File: src/serial_tx_consts.svh
// Offsets, bit positions, reset values and timing counts of the serial transmit block
`ifndef SERIAL_TX_CONSTS_SVH
`define SERIAL_TX_CONSTS_SVH

// Shared register word offsets (byte addresses)
`define OFS_GIC      8'h00
`define OFS_PF1      8'h04
`define OFS_PE1      8'h08
`define OFS_PP1      8'h0c
`define OFS_PF3      8'h10
`define OFS_PE3      8'h14
`define OFS_PP3      8'h18

// Per-port window: base plus port index shifted left by PORT_SHIFT
`define PORT_BASE    8'h20
`define PORT_SHIFT   5
`define OFS_RCS      8'h00
`define OFS_TXB      8'h04
`define OFS_TXS      8'h08
`define OFS_BRD      8'h0c

// Field positions
`define TXS_CLOCK_SOURCE_MASTER     7
`define TXS_NINE     6
`define TXS_TRANSMIT_ENABLE     5
`define TXS_SYNC     4
`define TXS_SHIFTER_EMPTY_STATUS     1
`define TXS_NINTH    0
`define RCS_SERIAL_PORT_ENABLE     7
`define FLAG_TX      4

// Reset values and masks
`define RST_ZERO     8'h00
`define RST_PP1      8'h7f
`define RST_PP3      8'h3f
`define RST_TXS      8'h02
`define TXS_WMASK    8'hf5
`define PF3_MASK     8'h3f

// Timing: instruction cycle and bus clock in ns
`define CLK_NS       4
`define TCY_NS       16
`define TCY_CLKS     (`TCY_NS / `CLK_NS)

`endif

File: src/serial_tx_pkg.sv
// Types shared by the serial transmit block
package serial_tx_pkg;
   typedef logic [7:0] byte_t;
   typedef logic [7:0] addr_t;
   typedef enum logic [1:0] {TX_IDLE, TX_LOW, TX_HIGH} tx_state_e;
endpackage : serial_tx_pkg

File: src/instr_cycle_div.sv
// Instruction-cycle enable divider
`timescale 1ns/1ps
module instr_cycle_div #(
   parameter int DIV = 4
) (
   // Clock and reset
   input  wire logic pclk,
   input  wire logic presetn,
   // Enable pulse
   output logic      tcy_en
);

   logic [7:0] cnt_r;
   logic       wrap;

   // One-cycle pulse every DIV clocks
   assign wrap = (cnt_r == 8'(DIV - 1));

   always_ff @(posedge pclk or negedge presetn) begin
      if (!presetn) begin
         cnt_r  <= 8'h00;
         tcy_en <= 1'b0;
      end else begin
         cnt_r  <= wrap ? 8'h00 : cnt_r + 8'h01;
         tcy_en <= wrap;
      end
   end

endmodule : instr_cycle_div

File: src/sync_master_serial_tx.sv
// Two-port synchronous master serial transmitter with APB register access
//
// Function
// - Half duplex: transmit and receive exclude each other
// - Mode bit selects synchronous operation
// - Port enable assigns clock and data pins
// - Clock-source bit makes device drive clock
// - Shifter loads only after last bit out
// - Pending buffer word moves in automatically
// - Transfer takes one instruction cycle, raises flag
// - Flag bit 4 of flag registers one/three
// - Flag sets regardless of interrupt enable
// - Flag ignores software clears, clears on buffer write
// - Read-only shifter-empty status at bit 1
// - Shifter-empty drives no interrupt request
// - Shift register has no register address
// - Flag clears in second instruction cycle
// - Nine-bit select sends ninth data bit
// - Enable then buffer write starts shifting
// - Two identical port instances
//
// Chosen here: the APB slave port and the register offsets.
`timescale 1ns/1ps
`include "serial_tx_consts.svh"
module sync_master_serial_tx #(
   parameter int TCY_DIV = `TCY_CLKS
) (
   // Clock and reset
   input  wire logic                 pclk,
   input  wire logic                 presetn,
   // APB slave
   input  wire serial_tx_pkg::addr_t paddr,
   input  wire logic                 psel,
   input  wire logic                 penable,
   input  wire logic                 pwrite,
   input  wire logic [31:0]          pwdata,
   output logic [31:0]               prdata,
   output logic                      pready,
   output logic                      pslverr,
   // Receive path status, same clock
   input  wire logic [1:0]           rx_busy,
   output logic [1:0]                receive_inhibit,
   // Transmit interrupt requests
   output logic [1:0]                tx_irq_req,
   // Shift clock pins
   output logic [1:0]                shift_clock_line_o,
   output logic [1:0]                shift_clock_line_oe,
   // Serial data pins
   output logic [1:0]                serial_data_line_o,
   output logic [1:0]                serial_data_line_oe
);
   import serial_tx_pkg::*;

   ////////////////////////////////////////////////////////////////////////////////
   // Address decode

   // Byte address of a register inside a port window
   function automatic addr_t port_addr(input logic p, input addr_t off);
      port_addr = `PORT_BASE + (addr_t'(p) << `PORT_SHIFT) + off;
   endfunction : port_addr

   // The shift register has no entry here on purpose
   localparam addr_t A_RCS0 = port_addr(1'b0, `OFS_RCS);
   localparam addr_t A_TXB0 = port_addr(1'b0, `OFS_TXB);
   localparam addr_t A_TXS0 = port_addr(1'b0, `OFS_TXS);
   localparam addr_t A_BRD0 = port_addr(1'b0, `OFS_BRD);
   localparam addr_t A_RCS1 = port_addr(1'b1, `OFS_RCS);
   localparam addr_t A_TXB1 = port_addr(1'b1, `OFS_TXB);
   localparam addr_t A_TXS1 = port_addr(1'b1, `OFS_TXS);
   localparam addr_t A_BRD1 = port_addr(1'b1, `OFS_BRD);

   ////////////////////////////////////////////////////////////////////////////////
   // Declarations

   logic  tcy_en;
   logic  access;
   logic  done;
   logic  wr;
   byte_t wbyte;

   byte_t gic_r;
   byte_t pf1_r;
   byte_t pe1_r;
   byte_t pp1_r;
   byte_t pf3_r;
   byte_t pe3_r;
   byte_t pp3_r;

   byte_t rcs_r     [2];
   byte_t txb_r     [2];
   byte_t txs_r     [2];
   byte_t brd_r     [2];
   logic  buf_full_r[2];
   logic  empty_d1_r[2];
   logic  flag_r    [2];
   logic  load      [2];
   logic  sh_empty  [2];
   logic  port_on   [2];
   logic  tx_on     [2];
   logic  ien       [2];

   logic  wr_gic;
   logic  wr_pf1;
   logic  wr_pe1;
   logic  wr_pp1;
   logic  wr_pf3;
   logic  wr_pe3;
   logic  wr_pp3;
   logic  wr_rcs    [2];
   logic  wr_txb    [2];
   logic  wr_txs    [2];
   logic  wr_brd    [2];

   byte_t rd_data;
   logic  rd_hit;

   ////////////////////////////////////////////////////////////////////////////////
   // Instruction cycle enable

   // All port timing steps on this enable, never on a second clock
   instr_cycle_div #(
      .DIV    (TCY_DIV)
   ) u_tcy (
      .pclk   (pclk),
      .presetn(presetn),
      .tcy_en (tcy_en)
   );

   ////////////////////////////////////////////////////////////////////////////////
   // APB handshake

   // One wait state so read data comes straight from a flop
   assign access = psel && penable;
   assign done   = access && pready;
   assign wr     = done && pwrite;
   assign wbyte  = pwdata[7:0];

   // Write strobes, valid only at the completing edge
   assign wr_gic = wr && (paddr == `OFS_GIC);
   assign wr_pf1 = wr && (paddr == `OFS_PF1);
   assign wr_pe1 = wr && (paddr == `OFS_PE1);
   assign wr_pp1 = wr && (paddr == `OFS_PP1);
   assign wr_pf3 = wr && (paddr == `OFS_PF3);
   assign wr_pe3 = wr && (paddr == `OFS_PE3);
   assign wr_pp3 = wr && (paddr == `OFS_PP3);
   assign wr_rcs[0] = wr && (paddr == A_RCS0);
   assign wr_txb[0] = wr && (paddr == A_TXB0);
   assign wr_txs[0] = wr && (paddr == A_TXS0);
   assign wr_brd[0] = wr && (paddr == A_BRD0);
   assign wr_rcs[1] = wr && (paddr == A_RCS1);
   assign wr_txb[1] = wr && (paddr == A_TXB1);
   assign wr_txs[1] = wr && (paddr == A_TXS1);
   assign wr_brd[1] = wr && (paddr == A_BRD1);

   // Read view; flag bits and shifter status come from live hardware state
   always_comb begin
      rd_hit  = 1'b1;
      rd_data = 8'h00;
      unique case (paddr)
         `OFS_GIC: rd_data = gic_r;
         `OFS_PF1: rd_data = {pf1_r[7:5], flag_r[0], pf1_r[3:0]};
         `OFS_PE1: rd_data = pe1_r;
         `OFS_PP1: rd_data = pp1_r;
         `OFS_PF3: rd_data = {2'b00, pf3_r[5], flag_r[1], pf3_r[3:0]};
         `OFS_PE3: rd_data = pe3_r;
         `OFS_PP3: rd_data = pp3_r;
         A_RCS0:   rd_data = rcs_r[0];
         A_TXB0:   rd_data = txb_r[0];
         A_TXS0:   rd_data = {txs_r[0][7:4], 1'b0, txs_r[0][2], sh_empty[0],
                              txs_r[0][0]};
         A_BRD0:   rd_data = brd_r[0];
         A_RCS1:   rd_data = rcs_r[1];
         A_TXB1:   rd_data = txb_r[1];
         A_TXS1:   rd_data = {txs_r[1][7:4], 1'b0, txs_r[1][2], sh_empty[1],
                              txs_r[1][0]};
         A_BRD1:   rd_data = brd_r[1];
         default:  rd_hit  = 1'b0;
      endcase
   end

   // Answer flops: data captured in the wait cycle; error stands only with pready
   always_ff @(posedge pclk or negedge presetn) begin
      if (!presetn) begin
         pready  <= 1'b0;
         prdata  <= 32'h0000_0000;
         pslverr <= 1'b0;
      end else begin
         pready  <= access && !pready;
         pslverr <= access && !pready && !rd_hit;
         if (access && !pready) begin
            prdata  <= (rd_hit && !pwrite) ? {24'h00_0000, rd_data} : 32'h0000_0000;
         end
      end
   end

   ////////////////////////////////////////////////////////////////////////////////
   // Shared flag, enable and priority registers

   // Software writes leave flag bit 4 alone; it only follows the buffer
   always_ff @(posedge pclk or negedge presetn) begin
      if (!presetn) begin
         gic_r <= `RST_ZERO;
         pf1_r <= `RST_ZERO;
         pe1_r <= `RST_ZERO;
         pp1_r <= `RST_PP1;
         pf3_r <= `RST_ZERO;
         pe3_r <= `RST_ZERO;
         pp3_r <= `RST_PP3;
      end else begin
         if (wr_gic) gic_r <= wbyte;
         if (wr_pf1) pf1_r <= wbyte;
         if (wr_pe1) pe1_r <= wbyte;
         if (wr_pp1) pp1_r <= wbyte;
         if (wr_pf3) pf3_r <= wbyte & `PF3_MASK;
         if (wr_pe3) pe3_r <= wbyte & `PF3_MASK;
         if (wr_pp3) pp3_r <= wbyte & `PF3_MASK;
      end
   end

   // Interrupt enables per port, enable register one then three
   assign ien[0] = pe1_r[`FLAG_TX];
   assign ien[1] = pe3_r[`FLAG_TX];

   ////////////////////////////////////////////////////////////////////////////////
   // Port instances

   for (genvar p = 0; p < 2; p++) begin : g_port

      // Pins belong to the port only with enable, sync mode and master clock
      assign port_on[p] = rcs_r[p][`RCS_SERIAL_PORT_ENABLE] && txs_r[p][`TXS_SYNC]
                          && txs_r[p][`TXS_CLOCK_SOURCE_MASTER];
      assign tx_on[p]   = txs_r[p][`TXS_TRANSMIT_ENABLE];

      // Control, buffer and divisor registers of this port
      always_ff @(posedge pclk or negedge presetn) begin
         if (!presetn) begin
            rcs_r[p] <= `RST_ZERO;
            txb_r[p] <= `RST_ZERO;
            txs_r[p] <= `RST_TXS & `TXS_WMASK;
            brd_r[p] <= `RST_ZERO;
         end else begin
            if (wr_rcs[p]) rcs_r[p] <= wbyte;
            if (wr_txb[p]) txb_r[p] <= wbyte;
            if (wr_txs[p]) txs_r[p] <= wbyte & `TXS_WMASK;
            if (wr_brd[p]) brd_r[p] <= wbyte;
         end
      end

      // Buffer occupancy: a write in the transfer cycle wins, so no word is lost
      always_ff @(posedge pclk or negedge presetn) begin
         if (!presetn) begin
            buf_full_r[p] <= 1'b0;
         end else if (wr_txb[p]) begin
            buf_full_r[p] <= 1'b1;
         end else if (load[p]) begin
            buf_full_r[p] <= 1'b0;
         end
      end

      // Flag trails the buffer by two instruction-cycle steps
      always_ff @(posedge pclk or negedge presetn) begin
         if (!presetn) begin
            empty_d1_r[p] <= 1'b0;
            flag_r[p]     <= 1'b0;
         end else if (tcy_en) begin
            empty_d1_r[p] <= !buf_full_r[p];
            flag_r[p]     <= empty_d1_r[p];
         end
      end

      // Request gated by the enable only; shifter status never raises one
      always_ff @(posedge pclk or negedge presetn) begin
         if (!presetn) begin
            tx_irq_req[p] <= 1'b0;
         end else begin
            tx_irq_req[p] <= flag_r[p] && ien[p];
         end
      end

      // Shift engine of this port
      sync_tx_shifter u_shift (
         .pclk         (pclk),
         .presetn      (presetn),
         .tcy_en       (tcy_en),
         .port_on      (port_on[p]),
         .tx_on        (tx_on[p]),
         .nine_bit     (txs_r[p][`TXS_NINE]),
         .ninth_bit    (txs_r[p][`TXS_NINTH]),
         .baud_div     (brd_r[p]),
         .buf_full     (buf_full_r[p]),
         .buf_data     (txb_r[p]),
         .load         (load[p]),
         .rx_busy      (rx_busy[p]),
         .shifter_empty(sh_empty[p]),
         .tx_busy      (receive_inhibit[p]),
         .ck_o         (shift_clock_line_o[p]),
         .ck_oe        (shift_clock_line_oe[p]),
         .dt_o         (serial_data_line_o[p]),
         .dt_oe        (serial_data_line_oe[p])
      );
   end

endmodule : sync_master_serial_tx

File: src/sync_tx_shifter.sv
// Shift engine of one synchronous master transmit port
`timescale 1ns/1ps
module sync_tx_shifter (
   // Clock and reset
   input  wire logic                 pclk,
   input  wire logic                 presetn,
   input  wire logic                 tcy_en,
   // Configuration
   input  wire logic                 port_on,
   input  wire logic                 tx_on,
   input  wire logic                 nine_bit,
   input  wire logic                 ninth_bit,
   input  wire serial_tx_pkg::byte_t baud_div,
   // Buffer handoff
   input  wire logic                 buf_full,
   input  wire serial_tx_pkg::byte_t buf_data,
   output logic                      load,
   // Status
   input  wire logic                 rx_busy,
   output logic                      shifter_empty,
   output logic                      tx_busy,
   // Pins
   output logic                      ck_o,
   output logic                      ck_oe,
   output logic                      dt_o,
   output logic                      dt_oe
);
   import serial_tx_pkg::*;

   tx_state_e  state_r;
   logic [8:0] shift_r;
   logic [3:0] left_r;
   byte_t      baud_r;
   logic       tick;
   logic       run;

   // Baud tick: every baud_div+1 instruction cycles, one half shift clock
   assign tick = tcy_en && (baud_r == 8'h00) && (state_r != TX_IDLE);
   assign run  = port_on && tx_on;
   // Load only into an empty shifter, one instruction cycle, not while receiving
   assign load = tcy_en && run && buf_full && (state_r == TX_IDLE) && !rx_busy;

   always_ff @(posedge pclk or negedge presetn) begin
      if (!presetn) begin
         state_r       <= TX_IDLE;
         shift_r       <= 9'h000;
         left_r        <= 4'h0;
         baud_r        <= 8'h00;
         shifter_empty <= 1'b1;
         tx_busy       <= 1'b0;
         ck_o          <= 1'b0;
         ck_oe         <= 1'b0;
         dt_o          <= 1'b0;
         dt_oe         <= 1'b0;
      end else begin
         ck_oe   <= port_on;
         dt_oe   <= port_on && !rx_busy;
         tx_busy <= (state_r != TX_IDLE) || load;
         if (tcy_en && state_r != TX_IDLE) begin
            baud_r <= (baud_r == 8'h00) ? baud_div : baud_r - 8'h01;
         end
         if (!run) begin
            // Dropping the enable abandons the word in flight
            state_r       <= TX_IDLE;
            shifter_empty <= 1'b1;
            ck_o          <= 1'b0;
         end else if (load) begin
            shift_r       <= {ninth_bit, buf_data};
            left_r        <= nine_bit ? 4'd9 : 4'd8;
            dt_o          <= buf_data[0];
            baud_r        <= baud_div;
            state_r       <= TX_LOW;
            shifter_empty <= 1'b0;
         end else if (tick) begin
            unique case (state_r)
               TX_LOW: begin
                  ck_o    <= 1'b1;
                  state_r <= TX_HIGH;
               end
               TX_HIGH: begin
                  ck_o <= 1'b0;
                  if (left_r == 4'd1) begin
                     state_r       <= TX_IDLE;
                     shifter_empty <= 1'b1;
                  end else begin
                     shift_r <= {1'b0, shift_r[8:1]};
                     dt_o    <= shift_r[1];
                     left_r  <= left_r - 4'd1;
                     state_r <= TX_LOW;
                  end
               end
               TX_IDLE: state_r <= TX_IDLE;
            endcase
         end
      end
   end

endmodule : sync_tx_shifter
File: config.mk
export PLATFORM = sky130hd
export DESIGN_NAME = sync_master_serial_tx
export DESIGN_NICKNAME = d
export VERILOG_FILES = /design/src/serial_tx_pkg.sv /design/src/instr_cycle_div.sv /design/src/sync_master_serial_tx.sv /design/src/sync_tx_shifter.sv
export VERILOG_INCLUDE_DIRS = /design/src
export SDC_FILE = /design/constraint.sdc
export NUM_CORES = 1
export LEC_CHECK = 0
export BUFFER_PORTS_ARGS = -buffer_cell sky130_fd_sc_hd__buf_2
export CAP_MARGIN = 10
export CORE_ASPECT_RATIO = 1.75
export CORE_UTILIZATION = 62
export CTS_BUF_LIST = sky130_fd_sc_hd__clkbuf_4
export DETAILED_ROUTE_END_ITERATION = 7
export HOLD_SLACK_MARGIN = 0.1
export PLACE_DENSITY_LB_ADDON = 0.2
export SLEW_MARGIN = 40
export SYNTH_ARGS = -nofsm -noshare
export SYNTH_HDL_FRONTEND = slang
export SYNTH_SLANG_ARGS = --single-unit
export TNS_END_PERCENT = 100
File: constraint.sdc
create_clock -name pclk -period 2.3 [get_ports pclk]
set_clock_uncertainty 0.1 [all_clocks]
set_input_delay 0.115 -clock pclk [delete_from_list [all_inputs] [get_ports pclk]]
set_output_delay 0.115 -clock pclk [all_outputs]
set_load 0.02 [all_outputs]
== Yosys cells after proc, flatten, opt, wreduce, memory -nomap -nowiden ==
Index checks and enable logic that the tools add are counted.
Word-level totals
  register bits: 219
  logic and storage cells: 232
  output and inout bits: 46
  input bits: 47
Operators by class
  add/sub/neg operators: 5
  eq/ne operators: 35
  muxes and demuxes: 70
  reductions and logical operators: 74
Operator list (count)
  8-bit case mux with 15 select lines: 1
  8-bit two-way mux: 10
  9-bit two-way mux: 8
  1-bit logical AND: 45
  1-bit two-way mux: 33
  8-bit by 6-bit == test with 1-bit output, second input constant: 4
  8-bit by 7-bit == test with 1-bit output, second input constant: 4
  4-bit two-way mux: 8
  8-bit by 5-bit == test with 1-bit output, second input constant: 3
  8-bit zero test: 3
  8-bit by 4-bit == test with 1-bit output, second input constant: 2
  2-bit nonzero test: 8
  8-bit by 1-bit subtractor with 8-bit output, second input constant: 2
  15-bit OR reduction: 1
  2-bit two-way mux: 6
  3-bit by 2-bit inequality test with 1-bit output, second input constant: 4
  2-bit case mux with 3 select lines: 2
  3-bit AND reduction: 4
  8-bit by 1-bit adder with 8-bit output, second input constant: 1
  4-bit by 1-bit == test with 1-bit output, second input constant: 2
  8-bit by 2-bit == test with 1-bit output, second input constant: 1
  8-bit by 3-bit == test with 1-bit output, second input constant: 1
  2-bit by 1-bit inequality test with 1-bit output, second input constant: 4
  4-bit AND reduction: 2
  10 further kinds: 25

== Longest topological paths before layout ==
  depth in word-level cells: 9
  mapped depth: 10
  mapped depth without buffers: 7

== Hierarchy ==
From an unflattened synthesis, not the netlist that was laid out.
Second synthesis, totals
  cell total of the unflattened synthesis: 812
  area total of the unflattened synthesis: 9839.4 um2
Modules (own cells, without submodules)
  sync_master_serial_tx: cells an instance 506, instances 1, area each 6304.8 um2
  sync_tx_shifter: cells an instance 138, instances 2, area each 1575.3 um2
  instr_cycle_div: cells an instance 30, instances 1, area each 384.1 um2

== Worst setup path before layout ==
OpenSTA, ideal clock, no wires.
  kind: reg2reg
  start point: register g_port[0].u_shift.state_r[0]
  end point: register g_port[0].u_shift.left_r[2]
  arrival time: 1777 ps
  clock period less this slack: 1997 ps
  slack: 303 ps
  setup time: 120 ps
  cell stages (with the launch flop): 11
  path through: dfrtp_1 -> inv_1 -> ha_1 -> nor2b_1 -> buf_2 -> nand4_4 -> nor4_4 -> buf_6 -> buf_12 -> a21oi_2 -> a31o_1
Between the ends
  cells in the longest elaborated chain, start to end: 5
RTL lines
  start, declared: RTL line sync_tx_shifter.sv:30  | tx_state_e state_r;
  start signal, assigned: RTL line sync_tx_shifter.sv:45  | state_r <= TX_IDLE;
  start signal, assigned: RTL line sync_tx_shifter.sv:64  | state_r <= TX_IDLE;
  start signal, assigned: RTL line sync_tx_shifter.sv:72  | state_r <= TX_LOW;
  2-bit zero test: RTL line sync_tx_shifter.sv:41  | assign load = tcy_en && run && buf_full && (state_r == TX_IDLE) && !rx_busy;
  1-bit logical AND (2 in a row): RTL line sync_tx_shifter.sv:41
  2-bit by 1-bit inequality test with 1-bit output (no line) or 2-bit nonzero test (tied branches)
  4-bit AND reduction (no line)
  end signal, assigned: RTL line sync_tx_shifter.sv:69  | left_r <= nine_bit ? 4'd9 : 4'd8;
  end signal, assigned: RTL line sync_tx_shifter.sv:88  | left_r <= left_r - 4'd1;
  end, declared: RTL line sync_tx_shifter.sv:32  | logic [3:0] left_r;
Parallel ways exist; a longest one is shown, timed or not.
A chain may end at the register's enable or synchronous reset.

== Final worst setup path ==
  start point: input port paddr[7]
  end point: register prdata[1]
Between the ends
  cells in the longest elaborated chain, start to end: 5
RTL lines
  start, declared: RTL line sync_master_serial_tx.sv:32  | input wire serial_tx_pkg::addr_t paddr,
  8-bit by 3-bit == test with 1-bit output (tied with other cells): RTL line sync_master_serial_tx.sv:159  | unique case (paddr)
  15-bit OR reduction (no line)
  1-bit two-way mux: RTL line sync_master_serial_tx.sv:159
  1-bit logical AND: RTL line sync_master_serial_tx.sv:191  | prdata <= (rd_hit && !pwrite) ? {24'h00_0000, rd_data} : 32'h0000_0000;
  8-bit two-way mux *: RTL line sync_master_serial_tx.sv:191
  end signal, assigned: RTL line sync_master_serial_tx.sv:191
  end, declared: RTL line sync_master_serial_tx.sv:37  | output logic [31:0] prdata,
Every way passes the cells marked *; elsewhere a longest branch is shown, timed or not.

==> summary.txt <==
IO Pins -> 93
commonest non-fill, non-tap cell in the layout -> dfrtp_1
type of the worst setup path -> in -> reg
final setup vio count -> 0
gr ovfl total -> 0
share of layout cells above drive strength 1 -> 32.14%
Horiz. Die Dim -> 95.98 µm
synth-to-layout area growth -> 10.81%
Die ar. -> 15980 µm²
CTS tree -> built
crit path DAT -> 2.53 ns
Max VDD drop -> 0.5320 mV
area leader, netlist -> dfrtp_1
Crit Path Max Fanout -> 14
RSZ-0062 raised after global routing -> false
wire per inst -> 21.93 µm
adder and majority gate portion of the synthesized area -> 1.697%
Nets -> 968
status -> finished clean
worst path required time -> 2.71 ns
DR vias/cell -> 6.128
Routed Antenna Nets -> 0
flops & latches, synth -> 191
Tot Pwr -> 5.679 mW
Synth area leaders -> dfrtp_1 46%, mux2_2 14%, dfstp_2 4.1%
Yosys cell types -> 68
initial core utilization -> 63.95%
fin crit share -> 92.10%
DRT iter0 DRCs -> 477
GP Congestion -> 1.031
DR DRC count -> 0
Critical Path Sink Type -> register
Hold Crit Class -> in -> reg
worst skew pair latency -> 0.60 ns
die height -> 166.5 µm
DRT Wirelength -> 24230 µm
Synth Area in Compound Gates -> 8.604%
worst rel slew slack -> 59.27%
Worst Tran Pin Value -> 0.6097 ns
clock tree buffer depth -> 2
largest family of logic cells by synthesized area -> multiplexers
vias -> 6771
Clock transition at path regs -> 0.16 ns
max_cap viols -> 0
WHS -> 0.1291 ns
initial antenna violation count -> 1
root buffer cell -> clkbuf_4
Post-synth top flop -> dfrtp_1
Post-synth EDFFs -> 0
mux cell area share after synthesis -> 18.32%
Synth top area share -> 45.96%
uppermost layer routed -> met4
setup TNS -> 0 ns
M1 WL -> 9123 µm
commonest cells after routing, fill and taps aside -> 176 x dfrtp_1, 123 x mux2_2, 72 x nand2_1, 50 x nor2_1, 43 x buf_2
clock sink count -> 191
num rows -> 59
Fin. Hold Viols -> 0
final core utilization -> 70.86%
synthesis warning total -> 0
WL met2 -> 12970 µm
Fmax achieved -> 472.1 MHz
CTS H-Tree Depth -> 4
Pins Over Slew Limit -> 0
Mapped Area -> 9583 µm²
Port Buf Inserts -> 44
DP HPWL -> 17960 µm
Multi-input gate area -> 4343 µm²
Storage cell area -> 4798 µm²
vias in the first global route -> 7021
sequential fraction of the synthesis area -> 50.07%
first-pass GRT wire length -> 38050 µm
startpoint types -> input port
core area -> 14990 µm²
drt pass-1 iters -> 5
gr usage total -> 32.50%
fill count -> 1093
P per Cell Area -> 534.8 nW/µm²
metal3 WL -> 858 µm
Pleak -> 4.937 nW
async set-or-reset flop fraction in the synthesized netlist -> 100.0%
total CTS buffers -> 17
synthesized netlist cell count -> 830
Syn Area/Cell -> 11.55 µm²
Final Critical Period -> 2.118 ns
simple-gate area share of the yosys netlist -> 13.85%
largest net degree at the start of global routing -> 71
post-synthesis xor/xnor area fraction -> 1.828%
## critical path: stages
cell and delay [ns]:
dlygate4sd3_1 0.54, buf_2 0.23, or4b_1 0.75, o41ai_1 0.59
a211oi_1 0.12, o21ai_0 0.18
## power breakdown
group          total (mW)  switching [mW]  internal [mW]
Clock                1.93            1.30          0.630
Combinational       0.369           0.258          0.112
Sequential           3.38         0.00695           3.37
Total                5.68            1.56           4.11
## cell families (layout without fill, tap and decap cells)
family          Yosys count  count (layout)
fa+ha+maj                13              13
flops                   191             191
xor+xnor                 20              20
compound gates          124             124
buf+inv                  94             162
other cells               1              25
mux                     155             155
simple gates            232             232
## layout make-up
cell class | instances | share of cell area, %
clock inverters | 14 | 1.756
flip-flops and latches | 191 | 45.19
multi-input cells | 568 | 40.90
inverters | 18 | 0.6363
well taps | 183 | 2.156
diodes | 1 | 0.02357
clock buffers | 18 | 1.273
repair buffers | 112 | 8.071
## repair_timing
action / CTS / global route
resized for setup: 0 / 2
hold endpoints to repair: 328 / 1
buffers inserted: 0 / 0
hold buffers: 21 / 1
endpoints found under the setup margin: 0 / 6
## routing by layer
layer	GRT usage, %	vias to the layer above
li1	-	3055
met1	37.91	3434
met2	56.61	218
met3	4.475	64
met4	16.61	0
met5	0	-
## cell usage after synthesis, drive strengths merged, types with 3 or more instances
cell type,count
buf,55
a22oi,9
xor2,7
nor2b,10
nor4b,5
dfstp,15
nand4,5
and3,7
ha,13
o22ai,4
clkbuf,21
a32oi,4
nand3,16
o211ai,5
nor2,65
o21ai,31
nor4,9
a21oi,27
o21bai,3
nor3,11
mux2,123
or4b,4
mux2i,28
xnor2,13
a211oi,6
and2,7
nand4b,3
a22o,11
a31oi,6
o2bb2ai,5
inv,18
nor3b,5
or3,3
dfrtp,176
nand2,72
mux4,4
## state kept, by name, indices dropped and copies added (netlist names), 4 cells and up
name,count
pe3_r,6
gic_r,8
pe1_r,8
brd_r,16
pp1_r,8
g_port.u_shift.shift_r,18
pp3_r,6
pf1_r,7
rcs_r,16
g_port.u_shift.left_r,8
g_port.u_shift.state_r,4
pf3_r,5
u_tcy.cnt_r,8
g_port.u_shift.baud_r,16
txs_r,10
txb_r,16
prdata,8
## final timing paths
check / from / end / slack [ns] / cells after the start
worst max-delay path: paddr[7] / prdata[1]$_DFFE_PN0P_ / 0.18 / 6
worst min-delay path: rx_busy[0] / g_port[0].u_shift.dt_oe$_DFF_PN0_ / 0.13 / 3
worst max register to register: g_port[1].u_shift.baud_r[0]$_DFF_PN0_ / g_port[1].u_shift.shift_r[2]$_DFFE_PN0P_ / 0.18 / 9
worst min register to register: u_tcy.cnt_r[7]$_DFF_PN0_ / u_tcy.cnt_r[7]$_DFF_PN0_ / 0.39 / 1
max in group asynchronous: presetn / pp1_r[3]$_DFFE_PN1P_ / 0.79 / 4
min in group asynchronous: presetn / g_port[0].u_shift.baud_r[5]$_DFF_PN0_ / 0.48 / 3
## through the flow
step	area (µm²)	instances	worst slack, ns
floorplan	9669	853	0.3030
global placement	10070	1050	0.1404
finish	10620	1105	0.1817
CTS	10600	1103	0.1637
global route	10620	1105	0.03371
detailed placement	10070	1050	0.1594
Power figures use the tool's default switching activity.
